### src/hdl/acde_pkg.sv
// Summary of operation
// host loads task-file registers first, then writes the opcode to launch.
// read-type DMA command enters prepare state and stages next data frame.
// prepare state goes to data send once one frame is staged.
// prepare goes to status send when all data sent or on abort.
// data send requests one Data FIS of at most 2048 dwords.
// after a Data FIS completes, return to prepare state.
// status send requests Register D2H FIS with interrupt bit one.
// after status FIS sent, enter device idle and accept next command.
// decode power opcodes 98/E5, 96/E2, 94/E0, E6; standby uses count (the code ignores count for standby).
// decode read family opcodes using count, sector, cylinder, drive/head.
// decode write family opcodes using count, sector, cylinder, drive/head.
// drive-only commands keep drive select only; others keep drive and head.
// power query reports mode without changing it or the standby timer.
// microcode length is LBA low high byte, sector count low byte.
// microcode download 92h passes features value as its effect select.
// flush E7h completes only after flush done or error.
// flush with write cache disabled completes at once without error.
// flush on wide-address device still flushes whole cache.
// erase sector C0h pre-erases addressed sectors.
// diagnostic 90h runs self-test and reports via status path.
// integrated DMA moves data between host memory and flash.
// idle 97/E3 sets idle mode; zero count disables auto power-down.
// read sectors count zero means 256 sectors.
// unsupported opcode aborts with error, no data transfer.
// busy from opcode acceptance until status frame sent; new opcodes ignored.
package acde_pkg;
  localparam logic [7:0] OP_CHKPWR0 = 8'h98;
  localparam logic [7:0] OP_CHKPWR1 = 8'hE5;
  localparam logic [7:0] OP_STBY0 = 8'h96;
  localparam logic [7:0] OP_STBY1 = 8'hE2;
  localparam logic [7:0] OP_STBYI0 = 8'h94;
  localparam logic [7:0] OP_STBYI1 = 8'hE0;
  localparam logic [7:0] OP_SLEEP = 8'hE6;
  localparam logic [7:0] OP_IDLE0 = 8'h97;
  localparam logic [7:0] OP_IDLE1 = 8'hE3;
  localparam logic [7:0] OP_RD_SEC = 8'h20;
  localparam logic [7:0] OP_RD_SECX = 8'h24;
  localparam logic [7:0] OP_RD_DMA = 8'hC8;
  localparam logic [7:0] OP_RD_DMAX = 8'h25;
  localparam logic [7:0] OP_RD_Q = 8'hC7;
  localparam logic [7:0] OP_RD_QX = 8'h26;
  localparam logic [7:0] OP_RD_MUL = 8'hC4;
  localparam logic [7:0] OP_RD_MULX = 8'h29;
  localparam logic [7:0] OP_WR_SEC = 8'h30;
  localparam logic [7:0] OP_WR_SECX = 8'h34;
  localparam logic [7:0] OP_WR_DMA = 8'hCA;
  localparam logic [7:0] OP_WR_DMAX = 8'h35;
  localparam logic [7:0] OP_WR_FUAX = 8'h3D;
  localparam logic [7:0] OP_WR_Q = 8'hCC;
  localparam logic [7:0] OP_WR_QX = 8'h36;
  localparam logic [7:0] OP_WR_QFX = 8'h3E;
  localparam logic [7:0] OP_WR_MUL = 8'hC5;
  localparam logic [7:0] OP_WR_MULX = 8'h39;
  localparam logic [7:0] OP_WR_MULF = 8'hCE;
  localparam logic [7:0] OP_MICROCODE = 8'h92;
  localparam logic [7:0] OP_FLUSH = 8'hE7;
  localparam logic [7:0] OP_ERASE = 8'hC0;
  localparam logic [7:0] OP_DIAG = 8'h90;
  // apb map
  localparam logic [11:0] ADDR_FEAT = 12'h000;
  localparam logic [11:0] ADDR_COUNT = 12'h004;
  localparam logic [11:0] ADDR_SECT = 12'h008;
  localparam logic [11:0] ADDR_CYL = 12'h00C;
  localparam logic [11:0] ADDR_DRVHD = 12'h010;
  localparam logic [11:0] ADDR_CMD = 12'h014;
  localparam logic [11:0] ADDR_STATUS = 12'h018;
  localparam logic [11:0] ADDR_CFG = 12'h01C;
  localparam logic [11:0] ADDR_XFER = 12'h020;
  localparam logic [11:0] ADDR_PARAM = 12'h024;
  // field positions
  localparam int DRV_BIT = 4;
  localparam int ST_BSY = 7;
  localparam int ST_DRDY = 6;
  localparam int ST_ERR = 0;
  localparam int ER_ABRT = 2;
  localparam int CFG_WCACHE = 0;
  localparam int CFG_WIDE = 1;
  // counts and reset values
  localparam logic [11:0] FIS_MAX_DW = 12'h800;
  localparam logic [16:0] SECT_256 = 17'h00100;
  localparam logic [1:0] PM_ACTIVE = 2'h3;
  localparam logic [1:0] PM_IDLE = 2'h2;
  localparam logic [1:0] PM_STBY = 2'h0;
  localparam logic [1:0] PM_SLEEP = 2'h1;
  localparam logic [7:0] CHKPWR_ACTIVE = 8'hFF;
  localparam logic [7:0] CHKPWR_STBY = 8'h00;
  localparam logic [7:0] STATUS_RST = 8'h40;
  localparam logic [6:0] DW_PER_SECT = 7'h7F;

  typedef enum {
    device_idle_state,
    exec_state,
    dma_in_prepare_state,
    data_send_state,
    status_send_state
  } acde_state_e;

  typedef enum {
    CL_NONE, CL_READ_DMA, CL_READ_PIO, CL_WRITE, CL_POWER, CL_CHKPWR,
    CL_IDLE, CL_MCODE, CL_FLUSH, CL_ERASE, CL_DIAG, CL_ABORT
  } acde_class_e;

  typedef struct packed {
    logic [7:0] features;
    logic [7:0] count;
    logic [7:0] sector;
    logic [15:0] cylinder;
    logic [7:0] drvhd;
  } acde_tf_s;

  // request to transport layer
  typedef struct packed {
    logic data_req;
    logic [11:0] data_dw;
    logic reg_req;
    logic irq_bit;
    logic [7:0] status;
    logic [7:0] error;
    logic [7:0] count;
  } acde_fis_s;

  // request to flash side
  typedef struct packed {
    logic req;
    logic [7:0] opcode;
    logic [7:0] features;
    logic [27:0] lba;
    logic [16:0] sectors;
  } acde_media_s;
endpackage : acde_pkg

### src/hdl/acde_engine.sv
// Register access over APB and the placing of the registers are this design's own decisions.
`timescale 1ns/1ns
module acde_engine (
  // apb
  input wire logic pclk,
  input wire logic presetn,
  input wire logic psel,
  input wire logic penable,
  input wire logic pwrite,
  input wire logic [11:0] paddr,
  input wire logic [31:0] pwdata,
  output logic [31:0] prdata,
  output logic pready,
  output logic pslverr,
  // transport layer
  output acde_pkg::acde_fis_s fis_o,
  input wire logic fis_done,
  input wire logic fis_err,
  // flash and dma side
  output acde_pkg::acde_media_s media_o,
  input wire logic stage_ready,
  input wire logic media_done,
  input wire logic media_err,
  // status
  output logic busy
);
  // ****************************************************
  // state
  // ****************************************************
  typedef struct packed {
    acde_pkg::acde_state_e st;
    acde_pkg::acde_class_e cls;
    acde_pkg::acde_tf_s tf;
    logic [7:0] opcode;
    logic [7:0] status;
    logic [7:0] error;
    logic [7:0] ret_count;
    logic [1:0] pmode;
    logic auto_pd;
    logic [1:0] cfg;
    logic [16:0] remain;
    logic [16:0] xfer_len;
    acde_pkg::acde_fis_s fis;
    acde_pkg::acde_media_s media;
    logic [31:0] rdata;
  } acde_state_s;

  acde_state_s s_reg;
  acde_state_s s_next;
  logic wr_acc;
  logic rd_acc;
  logic mapped;
  acde_pkg::acde_class_e dec;

  assign wr_acc = psel & penable & pwrite;
  assign rd_acc = psel & penable & ~pwrite;

  // ****************************************************
  // opcode decode
  // ****************************************************
  always_comb
  begin
    case (pwdata[7:0])
      acde_pkg::OP_CHKPWR0, acde_pkg::OP_CHKPWR1:
        dec = acde_pkg::CL_CHKPWR;
      acde_pkg::OP_STBY0, acde_pkg::OP_STBY1, acde_pkg::OP_STBYI0,
      acde_pkg::OP_STBYI1, acde_pkg::OP_SLEEP:
        dec = acde_pkg::CL_POWER;
      acde_pkg::OP_IDLE0, acde_pkg::OP_IDLE1:
        dec = acde_pkg::CL_IDLE;
      acde_pkg::OP_RD_DMA, acde_pkg::OP_RD_DMAX, acde_pkg::OP_RD_Q,
      acde_pkg::OP_RD_QX:
        dec = acde_pkg::CL_READ_DMA;
      acde_pkg::OP_RD_SEC, acde_pkg::OP_RD_SECX, acde_pkg::OP_RD_MUL,
      acde_pkg::OP_RD_MULX:
        dec = acde_pkg::CL_READ_PIO;
      acde_pkg::OP_WR_SEC, acde_pkg::OP_WR_SECX, acde_pkg::OP_WR_DMA,
      acde_pkg::OP_WR_DMAX, acde_pkg::OP_WR_FUAX, acde_pkg::OP_WR_Q,
      acde_pkg::OP_WR_QX, acde_pkg::OP_WR_QFX, acde_pkg::OP_WR_MUL,
      acde_pkg::OP_WR_MULX, acde_pkg::OP_WR_MULF:
        dec = acde_pkg::CL_WRITE;
      acde_pkg::OP_MICROCODE: dec = acde_pkg::CL_MCODE;
      acde_pkg::OP_FLUSH: dec = acde_pkg::CL_FLUSH;
      acde_pkg::OP_ERASE: dec = acde_pkg::CL_ERASE;
      acde_pkg::OP_DIAG: dec = acde_pkg::CL_DIAG;
      default: dec = acde_pkg::CL_ABORT;
    endcase
  end

  assign mapped = (paddr <= acde_pkg::ADDR_PARAM) && (paddr[1:0] == 2'h0);

  // ****************************************************
  // next state
  // ****************************************************
  always_comb
  begin
    logic [16:0] cnt;
    logic [16:0] chunk;
    logic drv_only;
    s_next = s_reg;
    cnt = {9'h000, s_reg.tf.count};
    chunk = 17'h00000;
    drv_only = 1'b0;
    s_next.fis.data_req = 1'b0;
    s_next.fis.reg_req = 1'b0;
    s_next.media.req = 1'b0;
    // register writes; task file locked while busy
    if (wr_acc && !s_reg.status[acde_pkg::ST_BSY])
    begin
      case (paddr)
        acde_pkg::ADDR_FEAT: s_next.tf.features = pwdata[7:0];
        acde_pkg::ADDR_COUNT: s_next.tf.count = pwdata[7:0];
        acde_pkg::ADDR_SECT: s_next.tf.sector = pwdata[7:0];
        acde_pkg::ADDR_CYL: s_next.tf.cylinder = pwdata[15:0];
        acde_pkg::ADDR_DRVHD: s_next.tf.drvhd = pwdata[7:0];
        acde_pkg::ADDR_CFG: s_next.cfg = pwdata[1:0];
        default: s_next.cfg = s_reg.cfg;
      endcase
    end
    // read mux
    case (paddr)
      acde_pkg::ADDR_FEAT: s_next.rdata = {24'h0, s_reg.tf.features};
      acde_pkg::ADDR_COUNT: s_next.rdata = {24'h0, s_reg.ret_count};
      acde_pkg::ADDR_SECT: s_next.rdata = {24'h0, s_reg.tf.sector};
      acde_pkg::ADDR_CYL: s_next.rdata = {16'h0, s_reg.tf.cylinder};
      acde_pkg::ADDR_DRVHD: s_next.rdata = {24'h0, s_reg.tf.drvhd};
      acde_pkg::ADDR_CMD: s_next.rdata = {24'h0, s_reg.opcode};
      acde_pkg::ADDR_STATUS:
        s_next.rdata = {16'h0, s_reg.error, s_reg.status};
      acde_pkg::ADDR_CFG:
        s_next.rdata = {27'h0, s_reg.auto_pd, s_reg.pmode, s_reg.cfg};
      acde_pkg::ADDR_XFER: s_next.rdata = {15'h0, s_reg.remain};
      acde_pkg::ADDR_PARAM: s_next.rdata = {15'h0, s_reg.xfer_len};
      default: s_next.rdata = 32'h0000_0000;
    endcase
    case (s_reg.st)
      acde_pkg::device_idle_state:
      begin
        // opcode write launches after task file is loaded
        if (wr_acc && paddr == acde_pkg::ADDR_CMD)
        begin
          s_next.opcode = pwdata[7:0];
          s_next.cls = dec;
          s_next.status = 8'h80;
          s_next.error = 8'h00;
          s_next.ret_count = s_reg.tf.count;
          drv_only = (dec != acde_pkg::CL_READ_DMA) &&
            (dec != acde_pkg::CL_READ_PIO) &&
            (dec != acde_pkg::CL_WRITE);
          if (drv_only)
            s_next.tf.drvhd = s_reg.tf.drvhd & 8'h10;
          s_next.media.opcode = pwdata[7:0];
          s_next.media.features = s_reg.tf.features;
          // head bits mean nothing to a drive-only command
          s_next.media.lba = {drv_only ? 4'h0 : s_reg.tf.drvhd[3:0],
            s_reg.tf.cylinder, s_reg.tf.sector};
          if (dec == acde_pkg::CL_MCODE)
            cnt = {1'b0, s_reg.tf.sector, s_reg.tf.count};
          else if (s_reg.tf.count == 8'h00)
            cnt = acde_pkg::SECT_256;
          s_next.xfer_len = cnt;
          s_next.remain = cnt;
          s_next.media.sectors = cnt;
          s_next.st = (dec == acde_pkg::CL_READ_DMA) ?
            acde_pkg::dma_in_prepare_state : acde_pkg::exec_state;
          if (dec == acde_pkg::CL_READ_DMA || dec == acde_pkg::CL_WRITE ||
              dec == acde_pkg::CL_READ_PIO || dec == acde_pkg::CL_ERASE ||
              dec == acde_pkg::CL_DIAG ||
              (dec == acde_pkg::CL_MCODE && cnt != 17'h0) ||
              (dec == acde_pkg::CL_FLUSH &&
               s_reg.cfg[acde_pkg::CFG_WCACHE]))
            s_next.media.req = 1'b1;
        end
      end
      acde_pkg::exec_state:
      begin
        case (s_reg.cls)
          acde_pkg::CL_CHKPWR:
          begin
            s_next.ret_count = (s_reg.pmode == acde_pkg::PM_STBY) ?
              acde_pkg::CHKPWR_STBY : acde_pkg::CHKPWR_ACTIVE;
            s_next.st = acde_pkg::status_send_state;
          end
          acde_pkg::CL_POWER:
          begin
            s_next.pmode = (s_reg.opcode == acde_pkg::OP_SLEEP) ?
              acde_pkg::PM_SLEEP : acde_pkg::PM_STBY;
            s_next.st = acde_pkg::status_send_state;
          end
          acde_pkg::CL_IDLE:
          begin
            s_next.pmode = acde_pkg::PM_IDLE;
            s_next.auto_pd = (s_reg.tf.count != 8'h00);
            s_next.st = acde_pkg::status_send_state;
          end
          acde_pkg::CL_ABORT:
          begin
            s_next.error[acde_pkg::ER_ABRT] = 1'b1;
            s_next.st = acde_pkg::status_send_state;
          end
          acde_pkg::CL_FLUSH, acde_pkg::CL_MCODE:
          begin
            // nothing to move: finish at once without error
            if (!s_reg.cfg[acde_pkg::CFG_WCACHE] &&
                s_reg.cls == acde_pkg::CL_FLUSH)
              s_next.st = acde_pkg::status_send_state;
            else if (s_reg.cls == acde_pkg::CL_MCODE &&
                s_reg.xfer_len == 17'h0)
              s_next.st = acde_pkg::status_send_state;
            else if (media_done || media_err)
            begin
              s_next.error[acde_pkg::ER_ABRT] = media_err;
              s_next.st = acde_pkg::status_send_state;
            end
          end
          default:
          begin
            if (media_done || media_err)
            begin
              s_next.error[acde_pkg::ER_ABRT] = media_err;
              s_next.st = acde_pkg::status_send_state;
            end
          end
        endcase
      end
      acde_pkg::dma_in_prepare_state:
      begin
        if (s_reg.remain == 17'h0 || media_err)
        begin
          s_next.error[acde_pkg::ER_ABRT] = media_err;
          s_next.st = acde_pkg::status_send_state;
        end
        else if (stage_ready)
        begin
          // 16 sectors of 128 dwords fill the largest frame
          chunk = (s_reg.remain > 17'h00010) ? 17'h00010 : s_reg.remain;
          s_next.remain = s_reg.remain - chunk;
          s_next.fis.data_dw = chunk[4:0] == 5'h10 ?
            acde_pkg::FIS_MAX_DW : {chunk[4:0], 7'h00};
          s_next.fis.data_req = 1'b1;
          s_next.st = acde_pkg::data_send_state;
        end
      end
      acde_pkg::data_send_state:
      begin
        if (fis_done || fis_err)
        begin
          if (fis_err)
            s_next.remain = 17'h0;
          s_next.error[acde_pkg::ER_ABRT] = fis_err;
          s_next.st = acde_pkg::dma_in_prepare_state;
        end
      end
      acde_pkg::status_send_state:
      begin
        if (!s_reg.fis.reg_req && !s_reg.status[acde_pkg::ST_DRDY])
        begin
          s_next.status = {1'b0, 1'b1, 5'h00, s_reg.error != 8'h00};
          s_next.fis.status = {1'b0, 1'b1, 5'h00, s_reg.error != 8'h00};
          s_next.fis.error = s_reg.error;
          s_next.fis.count = s_reg.ret_count;
          s_next.fis.irq_bit = 1'b1;
          s_next.fis.reg_req = 1'b1;
          s_next.status[acde_pkg::ST_BSY] = 1'b1;
        end
        if (fis_done)
        begin
          s_next.status[acde_pkg::ST_BSY] = 1'b0;
          s_next.st = acde_pkg::device_idle_state;
        end
      end
      default: s_next.st = acde_pkg::device_idle_state;
    endcase
  end

  // ****************************************************
  // registers
  // ****************************************************
  always_ff @(posedge pclk or negedge presetn)
  begin
    if (!presetn)
    begin
      s_reg <= '0;
      s_reg.st <= acde_pkg::device_idle_state;
      s_reg.cls <= acde_pkg::CL_NONE;
      s_reg.status <= acde_pkg::STATUS_RST;
      s_reg.pmode <= acde_pkg::PM_ACTIVE;
    end
    else
      s_reg <= s_next;
  end

  assign prdata = s_reg.rdata;
  assign pready = psel & penable;
  assign pslverr = psel & penable & ~mapped;
  assign fis_o = s_reg.fis;
  assign media_o = s_reg.media;
  assign busy = s_reg.status[acde_pkg::ST_BSY];
endmodule : acde_engine

### config.mk
export PLATFORM = sky130hd
export DESIGN_NAME = acde_engine
export DESIGN_NICKNAME = d
export VERILOG_FILES = /design/src/hdl/acde_pkg.sv /design/src/hdl/acde_engine.sv
export SDC_FILE = /design/constraint.sdc
export NUM_CORES = 1
export LEC_CHECK = 0
export ABC_AREA = 1
export BUFFER_PORTS_ARGS = -buffer_cell sky130_fd_sc_hd__buf_4
export CAP_MARGIN = 20
export CORE_MARGIN = 3
export CORE_UTILIZATION = 51
export CTS_CLUSTER_SIZE = 10
export DETAILED_ROUTE_END_ITERATION = 16
export PLACE_DENSITY = 0.72
export SETUP_SLACK_MARGIN = 0.2
export SLEW_MARGIN = 20
export SYNTH_ARGS = -nofsm -noshare
export SYNTH_HDL_FRONTEND = slang
export SYNTH_SLANG_ARGS = --single-unit
### constraint.sdc
create_clock -name pclk -period 1.8 [get_ports pclk]
set_clock_uncertainty 0.1 [all_clocks]
set_input_delay 0 -clock pclk [delete_from_list [all_inputs] [get_ports pclk]]
set_output_delay 0 -clock pclk [all_outputs]
set_load 0.1 [all_outputs]
==> results.ini, run 1 <==
[status]
status=finished, violations left
violations=setup timing

[worst_setup_path]
cp_data_arrival_time_ns=2.42
reg2reg_slack_ns=-0.27
rr_endpoint=s_reg[162]
crit_family=simple AND/OR/NAND/NOR gates
cp_num_buf_inv=3
critPathSlowestCell=dfrtp_1
r2r_cells=14
worst_setup_path_start_kind=register
worstSetupPathType=reg2reg
slowest_delay_ns=0.39
crit-reg2reg-launch=s_reg[291]
endpoint_kind=register
critical_path.max_fanout=6
worstPathRequired_ns=2.16
path_cells=nor2_2, nand3_2, nor2_4, buf_4, nand3_2, nor2_4, buf_4, nand2_4, nand2_4, nor2_4, nand2_8, buf_4, nor2_2, a21oi_1

[hold_path]
holdCritPathClass=in2reg
min_to=s_reg[219]
min_path_cells=8
hp-start=paddr[7]

[die]
die_w_um=154.3
rows=53
fp.coreArea_um2=21290
start_util_pct=52.67
dieArea_um2=23800
ios=190
die-height_um=154.3

[timing]
setup-violations-final=123
fmax_mhz=484.2
timing.final.max_slew_violations=0
holdWs_ns=0.01664
worst_slack_ns=-0.2655
rsz0062_at_grt=true
period_needed_ns=2.065
hold_viol=0
post-route-period-util_pct=114.7

[finish]
drive_above_1_share_pct=35.14
antenna-diode-count=0
final_nets=1755
synthToLayoutAreaGrowth_pct=37.95
largest_reg_flops=117

[yosys]
yosysMostFrequentCell=nand2_1
synthesis.instances=1399
yosysTopAreaCell=dfrtp_1
synth.distinct_cells=54
synth.top_cells.by_area=dfrtp_1 (47%), nand2_1 (11%), buf_4 (8.9%)
synth_common_cells=nand2_1 (338), dfrtp_1 (210), inv_1 (146)
synth-seq-cells=213
syn_area_per_cell_um2=8.014
synth_top_area_share_pct=46.87
synth_edf_count=0
synth_area_um2=11210
yosysWarningCount=0
synth_seq_area_share_pct=47.57
ys.flop_type=dfrtp_1
async_reset_ff_share_pct=100.0

[global_routing]
grtUsageTotal_pct=29.66
met2_usage_pct=49.60
grt_util_met1_pct=39.62
grt_pass1_vias=10470
grt_first_pass_wirelength_um=56430
grt_busiest_layer=met2
grt_overflow_total=0
use_met3_pct=4.785
grt_max_degree=56
antenna_found_initial=0

[detailed_routing]
drtIter0Drc=1163
via_count=10670
firstDrtPassIters=6
wirelength_um=37410
postRouteAntennaNets=0
post_drt_via_cell_ratio=5.351
post-route-drc-count=0
wire_per_inst_um=18.76

[power_and_ir_drop]
p_per_area_nw_per_um2=684.5
irDropWorstVdd_uv=619.5
leakage_nw=7.678

[clocking]
h-tree-depth=1
numCtsBuffers=25
clkSinkCount=213
cts_tree=yes
clk_pin_slew_ns=0.06
clockBufferDepth=3
worstSkewPairLatency_ns=0.54
ctsRootBufferMaster=clkbuf_16

[run]
maxCapViolCount=0

[placement]
dp_slack_ns=-0.2890
place_congestion=0.9623
portBuffers=137
post-dp-hpwl_um=25630

-- power breakdown --
| part | internal, W | total (W) | switching, W |
|---|---|---|---|
| clock network | 0.00269 | 0.00466 | 0.00197 |
| logic | 0.000296 | 0.00106 | 0.000763 |
| registers | 0.00483 | 0.00486 | 0.0000300 |
| total | 0.00783 | 0.0106 | 0.00276 |
-- worst max path at each step --
stage	depth (start not counted)	slack (ns)	from	endpoint
after floorplan	11	0.02	s_reg[295]	s_reg[163]
after global placement	15	-0.25	s_reg[162]	s_reg[158]
after detailed placement	13	-0.29	s_reg[301]	s_reg[162]
after CTS	11	-0.15	s_reg[305]	s_reg[205]
after global routing	13	-0.34	s_reg[294]	s_reg[285]
final	14	-0.27	s_reg[291]	s_reg[162]
-- worst min-delay path, stage by stage --
cell and delay (ns):
buf_4 0.08, nor2_2 0.04, inv_2 0.10, nor3_4 0.06
inv_2 0.07, nor2_2 0.06, nand2_2 0.13, o21ai_1 0.07
-- metrics by stage --
step / setup TNS (ns) / instance area (um^2) / utilization, % / total power (W) / cells
after floorplan: 0 / 11630 / - / 0.005561 / 1463
after detailed placement: -18.96 / 13090 / 61.48 / 0.005874 / 1868
after CTS: -8.403 / 14890 / 69.93 / 0.01059 / 1978
after global placement: -14.79 / 13090 / 61.48 / 0.005868 / 1868
after global routing: -32.97 / 15470 / 72.66 / 0.01090 / 1994
final: -22.47 / 15470 / 72.66 / 0.01059 / 1994
-- layout make-up --
class                   count  area, um^2
fillers                  1558        5819
clock buffers              45       720.7
clock inverters             1       20.02
repair buffers            371        3257
well taps                 275       344.1
inverters                 162       633.1
multi-input cells         927        5155
flip-flops and latches    213        5338
-- cells in the final DEF, fill, tap and decap left out, drive strengths merged, types with 3 or more instances in the layout --
cell,netlist,final
a21oi,30,30
a221oi,8,8
a31oi,10,10
buf,151,337
clkbuf,13,49
conb,2,66
dfrtp,210,210
dfstp,3,3
dlygate4sd3,0,30
inv,161,162
nand2,348,350
nand3,77,77
nand4,21,22
nor2,160,160
nor3,24,24
nor4,6,6
o2111ai,3,3
o211ai,7,7
o21ai,120,120
o221ai,6,6
o22ai,15,15
o31ai,5,5
or2,5,5
-- what timing repair did --
item,in CTS,in global routing
hold buffers,29,1
endpoints found under the hold margin,300,1
buffers inserted,28,11
setup endpoints to repair,124,147
pin swaps,35,26
gates resized for setup,118,109
gates cloned,7,4
-- logic make-up after synthesis --
logic type	share of synthesized area, %
and+or+nand+nor	25.42
buffers and inverters	15.61
DFF	47.57
AOI/OAI and AO/OA	11.03
muxes	0.1897
other	0.06698
adders and majority gates	0.1116
-- routing by layer --
| layer | routed length, um | up-vias |
|---|---|---|
| met5 | 0 | - |
| met4 | 1571 | 0 |
| met3 | 2934 | 108 |
| met2 | 18050 | 502 |
| met1 | 14860 | 5119 |
| li1 | - | 4941 |
Power figures use the tool's default switching activity.
==> run 2, diff against run 1 <==
CTS_CLUSTER_SIZE = 28   (was 10)
PLACE_DENSITY = 0.76   (was 0.72)
==> run 2 against run 1 <==
The run still ends with setup timing left. Largest power group is now the clock network. Sequential power about the same. Register-to-register slack improved by 0.02 ns. Worst hold slack improved by 0.0084 ns. Global-route usage decreased by 0.62 points. Critical path type unchanged. Combinational power decreased by 5%. Worst setup slack improved by 0.022 ns.
==> results.ini, run 2 (synthesis gave the netlist of run 1 again) <==
[worst_setup_path]
critical_path.max_fanout=5
endpoint_kind=register
reg2reg_slack_ns=-0.24
worst_setup_path_start_kind=register
worstSetupPathType=reg2reg
worstPathRequired_ns=2.10
cp_data_arrival_time_ns=2.35

[die]
rows=53
die_w_um=154.3
ios=190
die-height_um=154.3
start_util_pct=52.67
fp.coreArea_um2=21290
dieArea_um2=23800

[power_and_ir_drop]
p_sw_w=0.002816
power_frac_seq_pct=43.8
leakage_nw=7.599
swShare_pct=25.39
p_per_area_nw_per_um2=727.4
intPower_w=0.008275
p_clk_share_pct=47.1
irDropWorstVdd_uv=792.8
pwr-share-comb_pct=9.1

[clocking]
h-tree-depth=1
worstSkewPairLatency_ns=0.53
clk_pin_slew_ns=0.06
ctsRootBufferMaster=clkbuf_16
numCtsBuffers=24
clockBufferDepth=3
cts_tree=yes
clkSinkCount=213

[detailed_routing]
wire_per_inst_um=18.66
firstDrtPassIters=8
postRouteAntennaNets=0
post_drt_via_cell_ratio=5.420
drtIter0Drc=1149
via_count=10710
wirelength_um=36870
post-route-drc-count=0

[finish]
drive_above_1_share_pct=33.04
mostFrequentLayoutCells=nand2_1 (298), buf_4 (286), dfrtp_1 (209), inv_1 (135), nor2_1 (107)
num-fill-cells=1605
fin_area_um2=15250
final_nets=1738
multi_input_area_um2=4992
largest_reg_flops=117
final_cells=1976
synthToLayoutAreaGrowth_pct=36.00
layout.area.seq_um2=5338
mostFrequentLayoutCell=nand2_1
antenna-diode-count=0

[timing]
post-route-period-util_pct=113.5
rsz0062_at_grt=true
period_needed_ns=2.044
worst_slack_ns=-0.2437
slew_headroom_pct=61.03
setup-violations-final=112
tightestPinTransition_ns=0.5792
fmax_mhz=489.3
timing.final.max_slew_violations=0
hold_viol=0

[placement]
post-dp-hpwl_um=25650
place_congestion=0.9967
placed_cells=1873
dpl-instance-area_um2=13140
portBuffers=137

[global_routing]
grt_pass1_vias=10240
grt_first_pass_wirelength_um=55390
antenna_found_initial=0
grt_overflow_total=0
grtUsageTotal_pct=29.04
grt_max_degree=64

[status]
status=finished, violations left
violations=setup timing

[run]
maxCapViolCount=0

[hold_path]
holdCritPathClass=in2reg

==> run 2: metal layers <==
metal	routed length (um)	global-route usage (%)
met3	3360	3.693
met5	0	0
met2	17750	48.34
met4	1506	9.209
met1	14250	39.87
==> run 2: worst max-delay path, cell delays in order (launching register included) <==
cell     delay, ns
dfrtp_1       0.43
nor2_2        0.13
inv_2         0.06
nor2_4        0.18
buf_6         0.13
nand3_4       0.07
nor2_4        0.13
buf_4         0.17
nand2_8       0.09
buf_12        0.16
buf_8         0.13
nand2_1       0.06
o21ai_1       0.07
==> run 2: power groups by stage <==
stage	logic (W)	registers [W]	clock network, W
after floorplan	0.000612	0.00495	0
after global placement	0.000913	0.00494	0
after detailed placement	0.000918	0.00495	0
after CTS	0.000985	0.00486	0.00527
after global routing	0.00108	0.00486	0.00550
final	0.00101	0.00486	0.00522
==> run 2: final timing paths <==
kind	endpoint	cells after the start	from
min in group asynchronous	fis_o[35]	3	presetn
worst min-delay path	s_reg[254]	6	pwdata[0]
worst min register to register	media_o[51]	2	media_o[51]
worst max register to register	media_o[56]	12	s_reg[287]
worst max-delay path	media_o[56]	12	s_reg[287]
max in group asynchronous	s_reg[170]	4	presetn
==> run 2: through the flow <==
stage	hold slack (ns)	total power (W)	utilization [%]	setup slack, ns	setup TNS, ns
detailed placement	-0.1682	0.005863	61.71	-0.2561	-11.60
CTS	-0.01425	0.01111	69.11	-0.1440	-7.874
global placement	-0.1688	0.005857	61.71	-0.1940	-7.097
finish	0.02506	0.01109	71.63	-0.2437	-18.33
floorplan	-0.3956	0.005561	-	0.01942	0
global route	0.06066	0.01144	71.63	-0.3417	-31.24
==> run 2: final cells by class <==
class                           instances  area share (%)
Clock buffer                           33           4.628
Clock inverter                         11          0.9436
Inverter                              162           4.160
Multi-Input combinational cell        926           32.74
Sequential cell                       213           35.00
Tap cell                              275           2.256
Timing Repair Buffer                  356           20.27
==> run 2: repair_timing <==
| item | in CTS | in global routing |
|---|---|---|
| gates resized for setup | 112 | 77 |
| endpoints found under the setup margin | 126 | 126 |
| setup buffers | 14 | 9 |
| endpoints found under the hold margin | 294 | 0 |
| pin swaps | 31 | 29 |
| hold buffers | 26 | 0 |
| gates cloned | 2 | 8 |
==> run 3, diff against run 2 <==
CORE_MARGIN = 10   (was 3)
==> run 3 against run 2 <==
Maximum frequency increased by 0.90%. Global-route usage down 4.8 points. Final area is 2.4% lower. Sequential share of layout area up 0.87 points. Worst hold slack lost 0.062 ns. Via count is 3.5% lower. The run ends with hold timing, setup timing left. Flip-flop and latch count unchanged. Register-to-register slack better by 0.02 ns. Wire length fell by 2.5%. Largest cell class unchanged. Worst setup slack better by 0.018 ns.
==> results.ini, run 3 (synthesis gave the netlist of run 1 again) <==
[status]
status=finished, violations left
violations=hold timing, setup timing

[finish]
synthToLayoutAreaGrowth_pct=32.74
mostFrequentLayoutCell=nand2_1
largest_reg_flops=117
final_nets=1720
num-fill-cells=1708
mostFrequentLayoutCells=nand2_1 (302), buf_4 (282), dfrtp_1 (208), inv_1 (138), nor2_1 (99)
final_cells=1962
antenna-diode-count=0
drive_above_1_share_pct=32.28
fin_area_um2=14880

[timing]
timing.final.max_slew_violations=0
worst_slack_ns=-0.2256
period_needed_ns=2.026
slew_headroom_pct=61.51
post-route-period-util_pct=112.5
finalSetupTns_ns=-13.43
rsz0062_at_grt=true
hold_viol=2
holdWs_ns=-0.03730
fmax_mhz=493.7
tightestPinTransition_ns=0.5752
setup-violations-final=112

[clocking]
numCtsBuffers=23
clk_pin_slew_ns=0.06
worstSkewPairLatency_ns=0.52
cts_tree=yes
h-tree-depth=1
clkSinkCount=213
postCtsHoldBufs=26
ctsRootBufferMaster=clkbuf_16
clockBufferDepth=3

[worst_setup_path]
critical_path.max_fanout=7
slowest_delay_ns=0.38
worstPathRequired_ns=2.14
path_cells=nor2_1, nand3_1, nor2_4, nand3_4, inv_4, o211ai_1, buf_4, nor2_4, nand2_8, inv_8, nor2_1, a21oi_1
worstSetupPathType=reg2reg
cp_data_arrival_time_ns=2.36
endpoint_kind=register
worst_setup_path_start_kind=register
critPathSlowestCell=dfrtp_1

[global_routing]
grtUsageTotal_pct=24.29
grt_pass1_vias=10270
grt_max_degree=67
antenna_found_initial=0
grt_first_pass_wirelength_um=55880
grt_overflow_total=0

[hold_path]
holdCritPathClass=in2reg

[placement]
placed_cells=1865
post-dp-hpwl_um=26240
place_congestion=0.9715
portBuffers=137
dpl-instance-area_um2=13000

[power_and_ir_drop]
irDropWorstVdd_uv=565.2
p_per_area_nw_per_um2=730.7
total_power_w=0.01088
leakage_nw=7.394

[detailed_routing]
wirelength_um=35960
post_drt_via_cell_ratio=5.269
postRouteAntennaNets=0
wire_per_inst_um=18.33
post-route-drc-count=0
drtIter0Drc=1019
firstDrtPassIters=6
via_count=10340

[die]
ios=190
fp.coreArea_um2=21760
start_util_pct=51.54
dieArea_um2=28310
die-height_um=168.3
rows=54
die_w_um=168.3

[run]
maxCapViolCount=0

## run 3: cell count changes in the layout (fill, tap and decap cells not counted), sizes merged
cell and delta:
nand2 +1, nor2 +1, clkinv +1, inv +1
clkbuf -7, buf -16
## run 3: through the flow
stage	utilization (%)	setup slack (ns)
finish	68.41	-0.2256
global route	68.41	-0.3257
CTS	67.17	-0.1592
detailed placement	59.73	-0.2706
global placement	59.73	-0.2146
floorplan	-	0.01942
## run 3: critical path: cells and delay by family (launching register included)
family,cells,cell delay [ns]
flops,1,0.38
buf+inv,3,0.34
compound gates,2,0.24
simple gates,7,0.86
## run 3: final timing paths
check / start / endpoint / slack (ns) / cells past startpoint
max: s_reg[311] / s_reg[162] / -0.23 / 12
min: paddr[4] / s_reg[212] / -0.04 / 6
max reg2reg: s_reg[311] / s_reg[162] / -0.23 / 12
min reg2reg: media_o[29] / media_o[29] / 0.38 / 2
max in group asynchronous: presetn / s_reg[170] / 0.52 / 4
min in group asynchronous: presetn / fis_o[33] / 0.39 / 3
## run 3: layout make-up
| type | count | area (um^2) | share of cell area (%) |
|---|---|---|---|
| clock inverter | 13 | 163.9 | 1.101 |
| tap | 280 | 350.3 | 2.354 |
| inverter | 162 | 623.1 | 4.187 |
| timing repair buffer | 337 | 2781 | 18.69 |
| clock buffer | 29 | 638.1 | 4.288 |
| sequential | 213 | 5339 | 35.87 |
| multi-input combinational | 928 | 4987 | 33.51 |
## run 3: layer usage
layer,GRT usage [%],wire length (um),up-vias
met1,31.03,14380,4932
met5,0,0,-
met2,41.59,17790,453
met3,4.005,2693,85
li1,-,-,4867
met4,6.737,1105,0
## run 3: where the power goes
| group | total [W] | internal, W | switching, W | leakage [nW] |
|---|---|---|---|---|
| clock network | 0.00498 | 0.00296 | 0.00201 | 0.390 |
| registers | 0.00486 | 0.00483 | 0.0000292 | 2.85 |
| logic | 0.00104 | 0.000277 | 0.000760 | 4.16 |
## run 3: what timing repair did
action                                  CTS  global route
buffers inserted                         16             8
hold endpoints to repair                295             1
endpoints found under the setup margin  124           147
pin swaps                                43            43
gates resized for setup                 114            57
gates cloned                              4             1
